$ cat src/vpfs_pkg.sv
// Package for the video port format and sync block: format codes,
// picture limits, line geometry and timing code words.
// Assumes a 10-bit data lane with codes left-justified as usual.
package vpfs_pkg;
  localparam logic [3:0] FMT_EMBED = 4'h0;
  localparam logic [3:0] FMT_MUX = 4'h2;
  localparam logic [3:0] FMT_DUAL = 4'h3;
  localparam logic [3:0] FMT_GRAY = 4'h8;

  localparam logic [9:0] MAX_H_STD = 10'd720;
  localparam logic [9:0] MAX_H_SQ525 = 10'd640;
  localparam logic [9:0] MAX_H_SQ625 = 10'd768;
  localparam logic [9:0] MAX_V_525 = 10'd243;
  localparam logic [9:0] MAX_V_625 = 10'd288;

  // Total words per line, with active words twice the sample count
  localparam logic [10:0] LINE_WORDS_525 = 11'd1716;
  localparam logic [10:0] LINE_WORDS_625 = 11'd1728;
  localparam logic [10:0] LINE_WORDS_SQ525 = 11'd1560;
  localparam logic [10:0] LINE_WORDS_SQ625 = 11'd1888;
  localparam logic [9:0] FIELD0_LINES_525 = 10'd262;
  localparam logic [9:0] FIELD0_LINES_625 = 10'd312;

  localparam logic [10:0] CODE_LEN = 11'd4;
  localparam logic [9:0] CODE_PREAMBLE = 10'h3ff;
  localparam logic [9:0] BLANK_Y = 10'h040;
  localparam logic [9:0] CHROMA_OFFSET = 10'h200;

  localparam logic [19:0] MASK_LANE10 = 20'h003ff;
  localparam logic [19:0] MASK_LANE12 = 20'h00fff;
  localparam logic [19:0] MASK_LANE20 = 20'hfffff;
endpackage

$ cat src/vpfs_tim_if.sv
// Carrier between the port logic and its line/field timing generator.
// Assumes both ends run on the one video clock.
`timescale 1ns/1ps
`default_nettype none
interface vpfs_tim_if;
  logic std625;
  logic squarePixel;
  logic [10:0] hCount;
  logic [10:0] activeWords;
  logic [10:0] lineWords;
  logic [9:0] lineInField;
  logic field;
  logic hBlank;
  logic vBlank;
  logic lineStart;
  logic fieldStart;
  modport gen (input std625, squarePixel, output hCount, activeWords, lineWords,
    lineInField, field, hBlank, vBlank, lineStart, fieldStart);
  modport user (output std625, squarePixel, input hCount, activeWords, lineWords,
    lineInField, field, hBlank, vBlank, lineStart, fieldStart);
endinterface
`default_nettype wire

$ cat src/vpfs_timing.sv
// Line and field timing generator used when the port is master, except in embedded encode.
// Assumes the standard and square-pixel controls are quasi-static.
`timescale 1ns/1ps
`default_nettype none
module vpfs_timing
  import vpfs_pkg::*;
(
  input wire logic clk, // Video clock
  input wire logic reset_n, // Synchronous reset, active low
  vpfs_tim_if.gen tif // Timing toward the port logic
);
  typedef struct packed {
    logic [10:0] hCount;
    logic [9:0] line;
    logic field;
  } vpfs_tim_state_t;

  vpfs_tim_state_t s;
  vpfs_tim_state_t n;
  logic [10:0] lineWords;
  logic [10:0] actWords;
  logic [9:0] fieldLines;
  logic [9:0] maxV;

  always_comb
  begin
    n = s;
    // Geometry follows the line standard
    if (tif.squarePixel)
      lineWords = tif.std625 ? LINE_WORDS_SQ625 : LINE_WORDS_SQ525;
    else
      lineWords = tif.std625 ? LINE_WORDS_625 : LINE_WORDS_525;
    if (tif.squarePixel)
      actWords = {tif.std625 ? MAX_H_SQ625 : MAX_H_SQ525, 1'b0};
    else
      actWords = {MAX_H_STD, 1'b0};
    fieldLines = (tif.std625 ? FIELD0_LINES_625 : FIELD0_LINES_525) + {9'h0, s.field};
    maxV = tif.std625 ? MAX_V_625 : MAX_V_525;
    if (s.hCount >= lineWords - 11'd1)
    begin
      n.hCount = 11'h000;
      if (s.line >= fieldLines - 10'd1)
      begin
        n.line = 10'h000;
        n.field = ~s.field;
      end
      else
        n.line = s.line + 10'd1;
    end
    else
      n.hCount = s.hCount + 11'd1;
  end

  always_ff @(posedge clk)
  begin
    if (!reset_n)
      s <= '0;
    else
      s <= n;
  end

  assign tif.hCount = s.hCount;
  assign tif.activeWords = actWords;
  assign tif.lineWords = lineWords;
  assign tif.lineInField = s.line;
  assign tif.field = s.field;
  assign tif.hBlank = (s.hCount >= actWords);
  // Vertical blanking leads the field so the active lines end it
  assign tif.vBlank = (s.line < fieldLines - maxV);
  assign tif.lineStart = (s.hCount == 11'h000);
  assign tif.fieldStart = (s.hCount == 11'h000) && (s.line == 10'h000);
endmodule
`default_nettype wire

$ cat src/vpfs_port.sv
// Video port: format decode, pin mapping, sync pin direction and
// timing codes for a codec's component digital video interface.
// Assumes pixel data are synchronous to clk; sync pins are resynchronised.
`timescale 1ns/1ps
`default_nettype none
module vpfs_port
  import vpfs_pkg::*;
(
  input wire logic clk, // Video sample clock
  input wire logic reset_n, // Synchronous reset, active low
  input wire logic encodeMode, // 1 = receive video, 0 = drive video
  input wire logic masterMode, // 1 = generate sync signals
  input wire logic std625, // 1 = 625 lines, 0 = 525 lines
  input wire logic squarePixel, // Square pixel sampling
  input wire logic bipolarChroma, // 1 = signed chroma, 0 = offset chroma
  input wire logic [3:0] formatCode, // Video format code
  input wire logic [9:0] activeHBegin, // First active sample
  input wire logic [9:0] activeHFinish, // Last active sample
  input wire logic [9:0] activeVBegin, // First active line
  input wire logic [9:0] activeVFinish, // Last active line
  input wire logic [19:0] videoPixelBusIn, // Data pins, input side
  output logic [19:0] videoPixelBusOut, // Data pins, output side
  output logic [19:0] videoPixelBusOe, // Data pin enables
  input wire logic hsyncIn, // Horizontal sync pin in
  output logic hsyncOut, // Horizontal sync pin out
  output logic hsyncOe, // Horizontal sync enable
  input wire logic vsyncIn, // Vertical sync pin in
  output logic vsyncOut, // Vertical sync pin out
  output logic vsyncOe, // Vertical sync enable
  input wire logic fieldIn, // Field pin in
  output logic fieldOut, // Field pin out
  output logic fieldOe, // Field pin enable
  input wire logic chromaReferenceIn, // Chroma reference in
  output logic chromaReferenceOut, // Chroma reference out
  output logic chromaReferenceOe, // Chroma reference enable
  output logic directionIndicator, // High while encoding
  input wire logic [15:0] dispY, // Internal luma to send
  input wire logic [15:0] dispC, // Internal signed chroma to send
  output logic sampleReq, // Pulse: dispY/dispC consumed
  output logic [15:0] capY, // Captured luma
  output logic [15:0] capC, // Captured signed chroma
  output logic capValid, // Pulse: capture sample valid
  output logic capActive, // Capture sample inside window
  output logic codeError // Pulse: timing code failed protection
);
  typedef struct packed {
    logic [2:0] syncH;
    logic [2:0] syncV;
    logic [2:0] syncF;
    logic [2:0] syncC;
    logic pinH;
    logic pinV;
    logic pinF;
    logic pinC;
    logic prevH;
    logic prevV;
    logic [19:0] pixIn;
    logic [1:0] pre;
    logic rxH;
    logic rxV;
    logic rxF;
    logic [10:0] hPos;
    logic [9:0] line;
    logic [9:0] tmpC;
    logic [15:0] capY;
    logic [15:0] capC;
    logic capValid;
    logic capActive;
    logic codeError;
    logic [19:0] dOut;
    logic [19:0] dOe;
    logic hOut;
    logic vOut;
    logic fOut;
    logic cOut;
    logic syncOe;
    logic dir;
    logic sampleReq;
  } vpfs_port_state_t;

  vpfs_tim_if tif ();
  vpfs_port_state_t s;
  vpfs_port_state_t n;
  logic fmtEmbed;
  logic fmtDual;
  logic fmtGray;
  logic fmtOk;
  logic useGen;
  logic xyOk;
  logic lineEv;
  logic fieldEv;
  logic [10:0] curH;
  logic [9:0] curL;
  logic [9:0] maxH;
  logic [9:0] maxV;
  logic inWin;
  logic chromaPh;
  logic eavSlot;
  logic savSlot;
  logic [1:0] codeIdx;
  logic [9:0] blankC;
  logic [9:0] sendC;

  assign tif.std625 = std625;
  assign tif.squarePixel = squarePixel;

  vpfs_timing u_timing (
    .clk(clk),
    .reset_n(reset_n),
    .tif(tif)
  );

  function automatic logic [9:0] xyWord(input logic f, input logic v, input logic h);
    xyWord = {1'b1, f, v, h, v ^ h, f ^ h, f ^ v, f ^ v ^ h, 2'b00};
  endfunction

  function automatic logic [15:0] chromaIn(input logic [9:0] c, input logic bip);
    // Unipolar removes the offset so the kernel always sees signed chroma
    chromaIn = {bip ? c : c - CHROMA_OFFSET, 6'h00};
  endfunction

  always_comb
  begin
    n = s;
    fmtEmbed = (formatCode == FMT_EMBED);
    fmtDual = (formatCode == FMT_DUAL);
    fmtGray = (formatCode == FMT_GRAY);
    fmtOk = fmtEmbed || fmtDual || fmtGray || (formatCode == FMT_MUX);
    // Embedded encode follows received codes, even as master
    useGen = masterMode && !(fmtEmbed && encodeMode);
    xyOk = 1'b0;
    lineEv = 1'b0;
    fieldEv = 1'b0;
    // Three-stage resync; a change counts once stages two and three agree
    n.syncH = {s.syncH[1:0], hsyncIn};
    n.syncV = {s.syncV[1:0], vsyncIn};
    n.syncF = {s.syncF[1:0], fieldIn};
    n.syncC = {s.syncC[1:0], chromaReferenceIn};
    if (s.syncH[1] == s.syncH[2])
      n.pinH = s.syncH[2];
    if (s.syncV[1] == s.syncV[2])
      n.pinV = s.syncV[2];
    if (s.syncF[1] == s.syncF[2])
      n.pinF = s.syncF[2];
    if (s.syncC[1] == s.syncC[2])
      n.pinC = s.syncC[2];
    n.prevH = s.pinH;
    n.prevV = s.pinV;
    n.pixIn = videoPixelBusIn;

    // Timing code search: preamble 3ff 000 000, then the flag word
    n.pre = 2'd0;
    n.codeError = 1'b0;
    if (s.pre == 2'd3)
    begin
      xyOk = (s.pixIn[9:0] == xyWord(s.pixIn[8], s.pixIn[7], s.pixIn[6]));
      n.codeError = !xyOk && fmtEmbed && encodeMode;
    end
    else if (s.pixIn[9:0] == CODE_PREAMBLE)
      n.pre = 2'd1;
    else if (s.pre != 2'd0 && s.pixIn[9:0] == 10'h000)
      n.pre = s.pre + 2'd1;
    if (xyOk)
    begin
      n.rxF = s.pixIn[8];
      n.rxV = s.pixIn[7];
      n.rxH = s.pixIn[6];
    end

    // Slave embedded is undefined; it is handled like master encode
    if (fmtEmbed)
    begin
      lineEv = xyOk && !s.pixIn[6];
      fieldEv = lineEv && s.rxV && !s.pixIn[7];
    end
    else
    begin
      lineEv = s.pinH && !s.prevH;
      fieldEv = s.pinV && !s.prevV;
    end
    if (lineEv)
      n.hPos = 11'h000;
    else if (s.hPos != 11'h7ff)
      n.hPos = s.hPos + 11'd1;
    if (fieldEv)
      n.line = 10'h000;
    else if (lineEv && s.line != 10'h3ff)
      n.line = s.line + 10'd1;

    curH = useGen ? tif.hCount : s.hPos;
    curL = useGen ? tif.lineInField : s.line;
    if (squarePixel)
      maxH = std625 ? MAX_H_SQ625 : MAX_H_SQ525;
    else
      maxH = MAX_H_STD;
    maxV = std625 ? MAX_V_625 : MAX_V_525;
    // Window clipped to the standard's picture size
    inWin = (curH[10:1] >= activeHBegin) && (curH[10:1] <= activeHFinish)
      && (curH[10:1] < maxH) && (curL >= activeVBegin)
      && (curL <= activeVFinish) && (curL < maxV);
    // In slave pin formats the chroma reference pin sets word phase
    chromaPh = (!masterMode && !fmtEmbed) ? s.pinC : !curH[0];

    // Capture toward the internal 4:2:2 path
    n.capValid = 1'b0;
    // Window flag is only meaningful alongside its sample
    n.capActive = 1'b0;
    if (encodeMode && fmtOk && !chromaPh)
    begin
      n.capValid = 1'b1;
      n.capActive = inWin;
      if (fmtDual)
      begin
        n.capY = {s.pixIn[9:0], 6'h00};
        n.capC = chromaIn(s.pixIn[19:10], bipolarChroma);
      end
      else if (fmtGray)
      begin
        n.capY = {s.pixIn[11:0], 4'h0};
        n.capC = 16'h0000;
      end
      else
      begin
        n.capY = {s.pixIn[9:0], 6'h00};
        n.capC = chromaIn(s.tmpC, bipolarChroma);
      end
    end
    if (encodeMode && chromaPh)
      n.tmpC = s.pixIn[9:0];

    // Drive side
    eavSlot = (tif.hCount >= tif.activeWords) && (tif.hCount < tif.activeWords + CODE_LEN);
    savSlot = (tif.hCount >= tif.lineWords - CODE_LEN);
    if (eavSlot)
      codeIdx = 2'(tif.hCount - tif.activeWords);
    else
      codeIdx = 2'(tif.hCount - (tif.lineWords - CODE_LEN));
    blankC = bipolarChroma ? 10'h000 : CHROMA_OFFSET;
    sendC = bipolarChroma ? dispC[15:6] : dispC[15:6] + CHROMA_OFFSET;
    n.sampleReq = 1'b0;
    n.dOut = 20'h00000;
    if (fmtEmbed && useGen && (eavSlot || savSlot))
    begin
      // Codes placed by the generator's 525/625 geometry
      if (codeIdx == 2'd0)
        n.dOut = {10'h000, CODE_PREAMBLE};
      else if (codeIdx == 2'd3)
        n.dOut = {10'h000, xyWord(tif.field, tif.vBlank, eavSlot)};
    end
    else if (fmtDual)
    begin
      n.dOut = inWin ? {sendC, dispY[15:6]} : {blankC, BLANK_Y};
      n.sampleReq = inWin && !encodeMode && !chromaPh;
    end
    else if (fmtGray)
    begin
      n.dOut = inWin ? {8'h00, dispY[15:4]} : {8'h00, BLANK_Y, 2'b00};
      n.sampleReq = inWin && !encodeMode && !chromaPh;
    end
    else
    begin
      if (inWin)
        n.dOut = {10'h000, chromaPh ? sendC : dispY[15:6]};
      else
        n.dOut = {10'h000, chromaPh ? blankC : BLANK_Y};
      n.sampleReq = inWin && !encodeMode && !chromaPh;
    end
    if (!encodeMode && fmtOk)
      n.dOe = fmtDual ? MASK_LANE20 : (fmtGray ? MASK_LANE12 : MASK_LANE10);
    else
      n.dOe = 20'h00000;

    // Sync pin direction and level
    n.syncOe = masterMode;
    if (fmtEmbed && encodeMode)
    begin
      n.hOut = s.rxH;
      n.vOut = s.rxV;
      n.fOut = s.rxF;
    end
    else
    begin
      n.hOut = tif.hBlank;
      n.vOut = tif.vBlank;
      n.fOut = tif.field;
    end
    n.cOut = chromaPh;
    n.dir = encodeMode;
  end

  always_ff @(posedge clk)
  begin
    if (!reset_n)
      s <= '0;
    else
      s <= n;
  end

  assign videoPixelBusOut = s.dOut;
  assign videoPixelBusOe = s.dOe;
  assign hsyncOut = s.hOut;
  assign hsyncOe = s.syncOe;
  assign vsyncOut = s.vOut;
  assign vsyncOe = s.syncOe;
  assign fieldOut = s.fOut;
  assign fieldOe = s.syncOe;
  assign chromaReferenceOut = s.cOut;
  assign chromaReferenceOe = s.syncOe;
  assign directionIndicator = s.dir;
  assign sampleReq = s.sampleReq;
  assign capY = s.capY;
  assign capC = s.capC;
  assign capValid = s.capValid;
  assign capActive = s.capActive;
  assign codeError = s.codeError;
endmodule
`default_nettype wire

$ cat config.mk
export PLATFORM = sky130hd
export DESIGN_NAME = vpfs_port
export DESIGN_NICKNAME = d
export VERILOG_FILES = /design/src/vpfs_pkg.sv /design/src/vpfs_tim_if.sv /design/src/vpfs_timing.sv /design/src/vpfs_port.sv
export SDC_FILE = /design/constraint.sdc
export NUM_CORES = 1
export LEC_CHECK = 0
export BUFFER_PORTS_ARGS = -buffer_cell sky130_fd_sc_hd__clkbuf_2
export CAP_MARGIN = 15
export CORE_MARGIN = 5
export CORE_UTILIZATION = 30
export CTS_BUF_LIST = sky130_fd_sc_hd__clkbuf_4
export DETAILED_ROUTE_END_ITERATION = 7
export HOLD_SLACK_MARGIN = 0.15
export SYNTH_ARGS = -nofsm -noshare
export SYNTH_HDL_FRONTEND = slang
export SYNTH_SLANG_ARGS = --single-unit
$ cat constraint.sdc
create_clock -name clk -period 5.1 [get_ports clk]
set_input_delay 0.255 -clock clk [delete_from_list [all_inputs] [get_ports clk]]
set_output_delay 0.255 -clock clk [all_outputs]
set_load 0.03 [all_outputs]
# After elaboration in Yosys (flattened, before gate mapping)
# Index checks and enable logic that the tools add are counted.
[classes]
n_eq_ne = 12
muxes = 38
bitwise = 11
n_reduce_logical = 55
add_sub_neg = 16
n_lt_le_gt_ge = 12
[op_table]
columns = ["operator", "n"]
rows = [
  ["two-way mux 10 bit", 13],
  ["two-way mux 20 bit", 4],
  ["two-way mux 32 bit", 2],
  ["two-way mux 12 bit", 3],
  [">= comparator 11 bit", 3],
  [">= comparator 10 bit", 3],
  ["< comparator 10 bit", 3],
  ["two-way mux 9 bit", 3],
  ["logical AND 1 bit", 26],
  ["adder 11 x 1 -> 11 bit (second input constant)", 2],
  ["two-way mux 11 bit", 2],
  ["adder 10 x 1 -> 10 bit (second input constant)", 2],
  ["<= comparator 10 bit", 2],
  ["subtractor 10 bit (second input constant)", 2],
  ["adder 11 x 3 -> 11 bit (second input constant)", 1],
  ["zero test 1 bit", 11],
  ["< comparator 11 bit", 1],
  ["!= test 11 bit (second input constant)", 1],
  ["subtractor 11 x 1 -> 11 bit (second input constant)", 1],
  ["subtractor 11 x 3 -> 11 bit (second input constant)", 1],
  ["adder 10 x 1 -> 10 bit", 1],
  ["adder 10 bit (second input constant)", 1],
  ["== test 10 bit (second input constant)", 1],
  ["zero test 10 bit", 1],
  ["24 further kinds", 54],
]
[totals]
inputBits = 107
ff_bits = 174
output_inout_bits = 85

# Logic depth before layout (Yosys ltp)
# Gate-level depths: netlist of the first run.
[depth]
word_depth = 15
ltp_mapped = 18
mapped_depth_nobuf = 13

# Hierarchy
# A second synthesis of the first run with hierarchy kept.
[hier_totals]
cells_unflattened = 1182
area_unflattened_um2 = 9953.3
[by_module_without_submodules]
columns = ["module", "area_each_um2", "cells_per_inst", "instances"]
rows = [
  ["vpfs_port", 8049.0, 956, 1],
  ["vpfs_timing", 1904.3, 226, 1],
]

# Worst setup path after synthesis of the first run
# Ideal clock, no wire load.
[synth_timing]
path_kind = "input to register"
startpoint = "in formatCode[0]"
endpoint = "reg s (netlist bit videoPixelBusOut[8])"
path_stages = 16
required_ns = 4.975
setup_time_ns = 0.125
path_slack_ns = 1.141
t_arrival_ns = 3.834
cell_sequence = "buf_2 nor4_4 a21boi_2 clkbuf_1 clkbuf_1 mux2_2 ha_1 or3b_2 o2111ai_1 and3_1 o21ai_0 and4_1 and2_1 buf_4 and3_1 o41a_1"
[synth_between]
elab_chain_len = 15
[synth_rtl]
columns = ["element", "line", "rtl"]
rows = [
  ["start: declaration", "vpfs_port.sv:16", "input wire logic [3:0] formatCode,"],
  ["zero test 4 bit", "vpfs_port.sv:125", "fmtEmbed = (formatCode == FMT_EMBED);"],
  ["logical AND 1 bit", "vpfs_port.sv:130", "useGen = masterMode && !(fmtEmbed && encodeMode);"],
  ["zero test 1 bit", "vpfs_port.sv:130", ""],
  ["logical AND 1 bit", "vpfs_port.sv:130", ""],
  ["two-way mux 11 bit", "vpfs_port.sv:190", "curH = useGen ? tif.hCount : s.hPos;"],
  [">= comparator 10 bit / <= comparator 10 bit (equally long branches)", "vpfs_port.sv:198", "inWin = (curH[10:1] >= activeHBegin) && (curH[10:1] <= activeHFinish)"],
  ["logical AND 1 bit", "vpfs_port.sv:198", ""],
  ["logical AND 1 bit (2 in a row)", "vpfs_port.sv:199", "&& (curH[10:1] < maxH) && (curL >= activeVBegin)"],
  ["logical AND 1 bit (2 in a row)", "vpfs_port.sv:200", "&& (curL <= activeVFinish) && (curL < maxV);"],
  ["two-way mux 10 bit / two-way mux 12 bit (equally long branches)", "vpfs_port.sv:262, vpfs_port.sv:257", ""],
  ["two-way mux 12 bit", "vpfs_port.sv:255", "else if (fmtGray)"],
  ["two-way mux 20 bit", "vpfs_port.sv:250", "else if (fmtDual)"],
  ["two-way mux 20 bit *", "vpfs_port.sv:242", "if (fmtEmbed && useGen && (eavSlot || savSlot))"],
  ["end signal: assignment", "vpfs_port.sv:296", "s <= n;"],
  ["end: declaration", "vpfs_port.sv:82", "vpfs_port_state_t s;"],
]
# Every way passes the cells marked *; elsewhere a longest branch is shown, timed or not.
# A chain may end at the register's enable or synchronous reset.

# Worst setup path after layout of the first run
[layout_timing]
startpoint = "in formatCode[2]"
endpoint = "reg s (netlist bit videoPixelBusOut[19])"
[layout_between]
elab_chain_len = 14
[layout_rtl]
columns = ["element", "line", "rtl"]
rows = [
  ["zero test 4 bit", "vpfs_port.sv:125", ""],
  ["logical AND 1 bit", "vpfs_port.sv:130", ""],
  ["zero test 1 bit", "vpfs_port.sv:130", ""],
  ["logical AND 1 bit", "vpfs_port.sv:130", ""],
  ["two-way mux 11 bit", "vpfs_port.sv:190", ""],
  [">= comparator 10 bit / <= comparator 10 bit (equally long branches)", "vpfs_port.sv:198", ""],
  ["logical AND 1 bit", "vpfs_port.sv:198", ""],
  ["logical AND 1 bit (2 in a row)", "vpfs_port.sv:199", ""],
  ["logical AND 1 bit (2 in a row)", "vpfs_port.sv:200", ""],
  ["two-way mux 20 bit", "vpfs_port.sv:252", "n.dOut = inWin ? {sendC, dispY[15:6]} : {blankC, BLANK_Y};"],
  ["two-way mux 20 bit", "vpfs_port.sv:250", ""],
  ["two-way mux 20 bit *", "vpfs_port.sv:242", ""],
]
# Marked as above.

==> results.cfg, run 1 <==
[clock_network]
clock_sinks = 147
cts_buffers = 17
clk_pin_slew_ns = 0.16
insertion_delay_ns = 0.57
cts_tree = done
cts_resized = 0
root_buffer = clkbuf_4
ctsLongestPathBuffers = 2
htreeDepth = 4

[finish]
final_nets = 1384
area_delta_synth_final_pct = 18.1
drive_gt1_frac = 0.206

[power_and_ir_drop]
leakagePower_uw = 0.00467
vdd_ir_drop_max_mv = 0.114
powerDensity_nw_per_um2 = 224

[floorplan]
dieArea_sq_um = 32700
die_w_microns = 181
start_util = 0.304
io_pins = 192
num_rows = 62
core-area_sq_um = 28800
die_y_microns = 181

[worst_setup_path]
cp_common_cell = dlygate4sd3_1
endpoint_kind = register
setup.worst_path.class = input pin to register
cp_max_fo = 26
critPathArrivalTime_ns = 5.14
cp.required_ns = 5.60
crit_slowest_cell = dlygate4sd3_1
crit_chain = dlygate4sd3_1 > clkbuf_2 > nor4_4 > a21boi_2 > buf_4 > o21ai_0 > ha_1 > a21oi_1 > o21ai_0 > a221oi_1 > a221oi_1 > a211oi_1 > buf_4 > and2_1 > a21oi_1 > dlygate4sd3_1 > nor3_1 > dlygate4sd3_1
worstSetupStartpointType = input pin
critPathMaxStageDelay_ns = 0.57

[synth]
synth_edf_count = 0
synth-seq-cells = 147
yosysTopAreaCell = dfxtp_1
ys_types = 69
syn-cell-area_sq_um = 8760
synthTopCellsByArea = dfxtp_1 (34%), ha_1 (12%), buf_4 (6.5%)
yosysSeqAreaShare = 0.336
yosys_warnings = 0
yosys.area.top_type_share = 0.336
synthFlopType = dfxtp_1
async_flop_share = 0
synth.avg_cell_area_sq_um = 8.38
synth_cells = 1045

[drt]
ant_nets = 0
wl_met3_microns = 1240
dr.pass1.iters = 5
wl_met1_microns = 11500
dr.max_layer_used = met5
avgRoutedWirePerCell_microns = 14.9
wl_met2_microns = 10600
post-route-drc-count = 0
drtIter0Drc = 358
vias = 7551
postRouteWirelength_microns = 23600
viasPerCell = 4.75

[timing]
report.final.slew_viol_count = 0
hold_viol = 0
finalClockSkew_ns = 0.0410
min_period_ns = 4.64
max_slew.worst_pin.slew_ns = 0.953
slew_headroom = 0.362
fmax_mhz = 215
worst_hold_slack_ns = 0.226
period_share = 0.910
setup_viol = 0
finalSetupTns_ns = 0
rsz0062_at_grt = no

[hold_path]
min_path_type = input pin to register

[global_route]
grt_pass1_vias = 7290
grt_max_degree = 48
antenna_found_initial = 2
grt_pass1_wl_microns = 38400
grt_overflow_total = 0
grtUsageTotal = 0.143

[placement]
dp_hpwl_microns = 17700
portBuffers = 170
routabilityCongestion = 0.862

[run]
drv_cap = 0

[status]
status = finished clean
[synthesized netlist by cell type (17+ instances only)]
cell type / n
dfxtp_1: 147
nor2_1: 107
ha_1: 85
nand2_1: 82
buf_4: 76
inv_1: 74
a21oi_1: 54
and2_1: 42
nand3_1: 41
clkbuf_1: 33
o21ai_0: 26
nand4_1: 21
xor2_1: 21
a211oi_1: 18
xnor2_1: 17
[cell type report]
class | count | area, sq um
fill | 3006 | 18400
multi-input combinational | 716 | 4850
sequential | 147 | 2940
timing repair buffer | 236 | 1480
tap | 384 | 480
inverter | 74 | 278
clock inverter | 15 | 181
clock buffer | 17 | 128
antenna | 1 | 2.50
[registers in the layout, indices dropped and copies added, names as in the netlist, 3 cells and up]
register	flops
capC	10
capY	12
n	8
s	62
u_timing.tif.hCount	11
u_timing.tif.lineInField	10
videoPixelBusOe	3
videoPixelBusOut	20
[through the flow]
stage | cell area, sq um | utilization | std cells | power, uW | setup slack (ns)
3_5_place_dp | 9490 | 0.330 | 1503 | 1540 | 1.08
2_1_floorplan | 8800 | - | 1055 | 1440 | 1.14
4_1_cts | 10300 | 0.359 | 1589 | 2350 | 0.572
3_3_place_gp | 9490 | 0.330 | 1503 | 1530 | 1.16
5_1_grt | 10300 | 0.359 | 1590 | 2440 | 0.164
6_report | 10300 | 0.359 | 1590 | 2320 | 0.458
[layout by cell type, fill, tap and decap left out, types with 17 or more instances in the layout]
cell type | netlist | routed
nor2_1 | 107 | 106
nand4_1 | 21 | 21
nand3_1 | 41 | 41
o21ai_0 | 26 | 26
a21oi_1 | 54 | 54
clkbuf_2 | 0 | 170
ha_1 | 85 | 85
xnor2_1 | 17 | 17
a211oi_1 | 18 | 18
dfxtp_1 | 147 | 147
inv_1 | 74 | 73
clkbuf_4 | 0 | 17
xor2_1 | 21 | 21
nand2_1 | 82 | 82
dlygate4sd3_1 | 0 | 54
and2_1 | 42 | 42
[kinds of logic after synthesis]
group | count (synthesis) | synth area share
compound gates | 193 | 0.149
xor+xnor | 38 | 0.0380
fa+ha+maj | 85 | 0.121
buf+inv | 192 | 0.117
flops | 147 | 0.336
mux | 28 | 0.0363
other cells | 1 | 0.000428
simple gates | 361 | 0.202
[path summary, 6_finish.rpt]
check | startpoint | slack, ns | endpoint | depth (start not counted)
setup / recovery | formatCode[2] | 0.46 | videoPixelBusOut[19]$_SDFF_PP0_ | 18
setup reg to reg | s[95]$_SDFFE_PP0P_ | 0.99 | videoPixelBusOut[19]$_SDFF_PP0_ | 14
hold / removal | dispY[10] | 0.23 | videoPixelBusOut[4]$_SDFF_PN0_ | 5
hold reg to reg | s[146]$_SDFF_PN0_ | 0.45 | s[140]$_SDFFE_PN0N_ | 2
[worst max-delay path: cells and delay by family]
kind / cells / cell delay, ns
compound gates: 8 / 1.45
fa+ha+maj: 1 / 0.34
simple gates: 3 / 0.81
buf+inv: 6 / 2.27
[repair_timing]
item | in CTS | in global routing
setup buffers | 0 | 0
hold endpoints to repair | 46 | 0
hold buffers | 54 | 0
[per-layer routing]
metal,track usage,vias to the layer above
li1,-,3853
met1,0.196,3454
met2,0.227,221
met3,0.0308,21
met4,0.0405,2
met5,0,-
[report_power, final]
part / leakage (uW) / switching (uW) / internal (uW) / total, uW
registers: 0.00120 / 32.6 / 1180 / 1210
logic: 0.00331 / 196 / 139 / 334
clock network: 0.000164 / 537 / 234 / 771
total: 0.00467 / 765 / 1550 / 2320
Note: power is estimated with default switching activity, not from simulation.
==> inputs of run 2 (changes only) <==
Settings changed: CORE_UTILIZATION 30 to 57, PLACE_DENSITY set to 0.95.
==> run 2 against run 1 <==
Net effect:
- clock skew down 0.021 ns
- combinational power up 1%
- critical endpoint unchanged
- core utilization increased by 30 points
- register-to-register slack improved by 0.15 ns
==> results.cfg, run 2 (synthesized netlist as in run 1, its figures left out) <==
[status]
status = finished clean

[clock_network]
clk_pin_slew_ns = 0.13
insertion_delay_ns = 0.58
root_buffer = clkbuf_4
cts_buffers = 17
htreeDepth = 4
post-cts-setup-buffer-count = 0
clock_sinks = 147
ctsLongestPathBuffers = 2
cts_tree = done

[worst_setup_path]
cp.required_ns = 5.60
endpoint_kind = register
cp_max_fo = 16
worstSetupStartpointType = input pin
critPathArrivalTime_ns = 5.31
setup.worst_path.class = input pin to register

[drt]
drtIter0Drc = 796
vias = 8105
post-route-drc-count = 0
postRouteWirelength_microns = 23100
viasPerCell = 5.83
avgRoutedWirePerCell_microns = 16.6
dr.pass1.iters = 8
ant_nets = 0

[timing]
min_period_ns = 4.81
fmax_mhz = 208
setup_viol = 0
max_slew.worst_pin.slew_ns = 1.09
slew_headroom = 0.270
report.final.slew_viol_count = 0
hold_viol = 0
period_share = 0.942
rsz0062_at_grt = no
finalSetupTns_ns = 0
finalClockSkew_ns = 0.0203

[finish]
fillers = 1167
ff_latch_area_sq_um = 2940
multiInputGateArea_sq_um = 4840
drive_gt1_frac = 0.201
final_nets = 1380
final_cell_mix = clkbuf_2 (170), dfxtp_1 (147), nor2_1 (106)
final_common_cell = clkbuf_2
largest_register_ffs = 62
area_delta_synth_final_pct = 14.2
regMostFlops = s

[power_and_ir_drop]
leakagePower_uw = 0.00462
total_power_uw = 2220
vdd_ir_drop_max_mv = 0.141
powerDensity_nw_per_um2 = 222

[floorplan]
die_w_microns = 134
dieArea_sq_um = 17900
start_util = 0.578
io_pins = 192
core-area_sq_um = 15100
num_rows = 45
die_y_microns = 134

[run]
drv_cap = 0

[placement]
portBuffers = 170
routabilityCongestion = 0.924
dp_hpwl_microns = 16400

[global_route]
grt_pass1_wl_microns = 37700
grt_pass1_vias = 7824
grt_max_degree = 61
grt_overflow_total = 0
antenna_found_initial = 2
grtUsageTotal = 0.256

[hold_path]
min_path_type = input pin to register
run 2: changes by cell type in the layout (fill, tap and decap cells not counted), sizes merged:
| cell | before | now |
|---|---|---|
| diode | 1 | 2 |
| buf | 12 | 9 |
| clkinvlp | 0 | 1 |
| inv | 81 | 82 |
| dlygate4sd3 | 54 | 53 |
| clkinv | 8 | 6 |
run 2: path summary, 6_finish.rpt:
| path | start | endpoint | slack, ns | depth (start not counted) |
|---|---|---|---|---|
| setup / recovery | formatCode[2] | videoPixelBusOut[19]$_SDFF_PP0_ | 0.29 | 16 |
| hold / removal | reset_n | videoPixelBusOut[8]$_SDFF_PN0_ | 0.19 | 3 |
| setup reg to reg | s[95]$_SDFFE_PP0P_ | videoPixelBusOut[19]$_SDFF_PP0_ | 1.14 | 13 |
| hold reg to reg | n[154]$_SDFF_PN0_ | n[155]$_SDFF_PN0_ | 0.45 | 1 |
run 2: where the power goes:
group          internal (uW)  switching [uW]
Combinational            138             200
Sequential              1180            32.2
Clock                    207             462
Total                   1520             695
run 2: cell type report:
cell class              instances  area share
diodes                          2    0.000500
clock buffers                  17      0.0128
clock inverters                15      0.0124
inverters                      74      0.0278
multi-input cells             716       0.484
flip-flops and latches        147       0.294
well taps                     188      0.0235
repair buffers                232       0.145
run 2: metal layers:
layer | part of all wire | routed length, microns | GRT usage
met4 | 0.043 | 995 | 0.126
met5 | 0 | 0 | 0
met2 | 0.47 | 10800 | 0.423
met1 | 0.40 | 9270 | 0.313
met3 | 0.087 | 2010 | 0.0608
run 2: repair_timing:
action / in CTS / in global routing
hold buffers: 53 / 0
endpoints found under the hold margin: 48 / 0
resized for setup: 0 / 0
run 2: worst max-delay path, cell delays in order:
cell and delay, ns:
dlygate4sd3_1 0.56, clkbuf_2 0.19, nor4_4 0.08, a21boi_2 0.68, mux2_2 0.46, ha_1 0.33, a211oi_1 0.29, o21ai_0 0.13
a221oi_1 0.25, a221oi_1 0.10, a211oi_1 0.55, and2_1 0.41, buf_4 0.23, a21oi_1 0.07, dlygate4sd3_1 0.55, nor3_1 0.17
run 2: metrics by stage:
step / worst slack, ns / instance area, sq um / std cells / util / hold slack, ns
after floorplan: 1.14 / 8800 / 1055 / - / 0.377
after global placement: 0.887 / 9220 / 1304 / 0.608 / 0.419
after detailed placement: 0.756 / 9220 / 1304 / 0.608 / 0.418
after CTS: 0.484 / 10000 / 1389 / 0.660 / 0.175
after global routing: 0.169 / 10000 / 1391 / 0.660 / 0.197
final: 0.294 / 10000 / 1391 / 0.660 / 0.191
==> inputs of run 3 (changes only) <==
--- a/config.mk
+++ b/config.mk
@@ -12,5 +12,5 @@
 export CTS_BUF_LIST = sky130_fd_sc_hd__clkbuf_4
 export DETAILED_ROUTE_END_ITERATION = 7
-export HOLD_SLACK_MARGIN = 0.15
+export HOLD_SLACK_MARGIN = 0.03
 export PLACE_DENSITY = 0.95
 export SYNTH_ARGS = -nofsm -noshare
==> constraint.sdc (replaced) <==
create_clock -name clk -period 5.1 [get_ports clk]
set_input_delay 0.765 -clock clk [delete_from_list [all_inputs] [get_ports clk]]
set_output_delay 0.765 -clock clk [all_outputs]
set_load 0.03 [all_outputs]
==> run 3 against run 2 <==
Net effect:
- power is 0.45% higher
- first-iteration DRC count is 4.6% higher
- combinational power is 12% lower
- design area is 5.0% lower
- critical path type unchanged
- critical endpoint is now videoPixelBusOut[17]$_SDFF_PP0_
- largest cell class unchanged
- largest power group unchanged
==> results.cfg, run 3 (synthesized netlist as in run 1, its figures left out) <==
[timing]
setup_slack_ns = 1.01
setup_viol = 0
slew_headroom = 0.390
min_period_ns = 4.09
fmax_mhz = 244
period_share = 0.802
worst_hold_slack_ns = 0.392
rsz0062_at_grt = no
hold_viol = 0
max_slew.worst_pin.slew_ns = 0.911
report.final.slew_viol_count = 0
finalSetupTns_ns = 0
finalClockSkew_ns = 0.0395

[clock_network]
clock_sinks = 147
clk_pin_slew_ns = 0.13
root_buffer = clkbuf_4
cts_buffers = 17
htreeDepth = 4
post-cts-setup-buffer-count = 0
cts_hold_repair.buffers = 0
ctsLongestPathBuffers = 2
cts_resized = 0
cts_tree = done
insertion_delay_ns = 0.58

[finish]
final_common_cell = clkbuf_2
ff_latch_area_sq_um = 2940
multiInputGateArea_sq_um = 4840
final_cell_mix = clkbuf_2 (170), dfxtp_1 (147), nor2_1 (106)
area_delta_synth_final_pct = 8.50
stdcell_count = 1339
final_nets = 1329
regMostFlops = s
fillers = 1265
largest_register_ffs = 62
drive_gt1_frac = 0.214

[worst_setup_path]
critPathMaxStageDelay_ns = 0.52
cp_max_fo = 17
critPathArrivalTime_ns = 4.58
setup.worst_path.class = input pin to register
cp_top_family = compound AO/OA/AOI/OAI gates
r2r-start = s[122]$_SDFF_PN0_
crit_slowest_cell = nor4_4
worstSetupStartpointType = input pin
crit_buf_inv = 4
endpoint_kind = register
cp_common_cell = buf_4
cp.required_ns = 5.59
crit_chain = clkbuf_2 > nor4_4 > a21boi_2 > buf_4 > mux2_2 > ha_1 > a211oi_1 > o21ai_0 > a221oi_1 > a221oi_1 > a211oi_1 > buf_4 > and2_1 > buf_4 > and2b_1 > and2_1
critPathLaunch = formatCode[1]

[drt]
ant_nets = 0
dr.pass1.iters = 5
avgRoutedWirePerCell_microns = 16.0
viasPerCell = 5.76
vias = 7711
postRouteWirelength_microns = 21500
post-route-drc-count = 0
drtIter0Drc = 833

[power_and_ir_drop]
leakagePower_uw = 0.00442
total_power_uw = 2230
powerDensity_nw_per_um2 = 234
vdd_ir_drop_max_mv = 0.125

[global_route]
grt_max_degree = 43
grt_pass1_wl_microns = 34600
grt_overflow_total = 0
grtUsageTotal = 0.235
antenna_found_initial = 1
grt_pass1_vias = 7298

[placement]
portBuffers = 170
dp_cells = 1306
dp_hpwl_microns = 16300
routabilityCongestion = 0.935
place_ws_ns = 0.498

[floorplan]
die_w_microns = 134
dieArea_sq_um = 17900
die_y_microns = 134
num_rows = 45
io_pins = 192
start_util = 0.578
core-area_sq_um = 15100

[hold_path]
hp-start = videoPixelBusIn[14]
min_path_type = input pin to register

[run]
drv_cap = 0

[status]
status = finished clean
## run 3: through the flow
stage,instance area (sq um),utilization
2_1_floorplan,8800,-
3_3_place_gp,9230,0.609
3_5_place_dp,9230,0.609
4_1_cts,9500,0.627
5_1_grt,9510,0.628
6_report,9510,0.628
## run 3: power by group
part / switching (uW) / internal (uW)
logic: 187 / 112
clock network: 450 / 269
registers: 31.3 / 1180
## run 3: layer usage
layer,vias to the layer above,share of wire,GRT usage
met2,396,0.47,0.387
met3,64,0.082,0.0503
li1,3735,-,-
met5,-,0,0
met1,3516,0.42,0.297
met4,0,0.032,0.101
## run 3: area by class of cell
| cell class | count | share of cell area |
|---|---|---|
| antenna | 1 | 0.000263 |
| multi-input combinational | 716 | 0.509 |
| inverter | 74 | 0.0292 |
| timing repair buffer | 181 | 0.0982 |
| clock buffer | 20 | 0.0158 |
| tap | 188 | 0.0247 |
| sequential | 147 | 0.310 |
| clock inverter | 12 | 0.0129 |
## run 3: worst paths after layout
check | cells after the start | slack [ns] | to
setup / recovery | 16 | 1.01 | videoPixelBusOut[17]$_SDFF_PP0_
hold / removal | 2 | 0.39 | s[132]$_SDFF_PN0_
setup reg to reg | 8 | 1.72 | s[101]$_SDFFE_PP0P_
hold reg to reg | 1 | 0.45 | n[155]$_SDFF_PN0_
## run 3: worst register-to-register path: cells and delay by family (launching register included)
kind | cells | cell delay (ns)
flip-flops | 1 | 0.61
XOR/XNOR | 1 | 0.18
multiplexers | 1 | 0.51
AO/OA/AOI/OAI | 2 | 0.68
AND/OR/NAND/NOR | 4 | 1.33
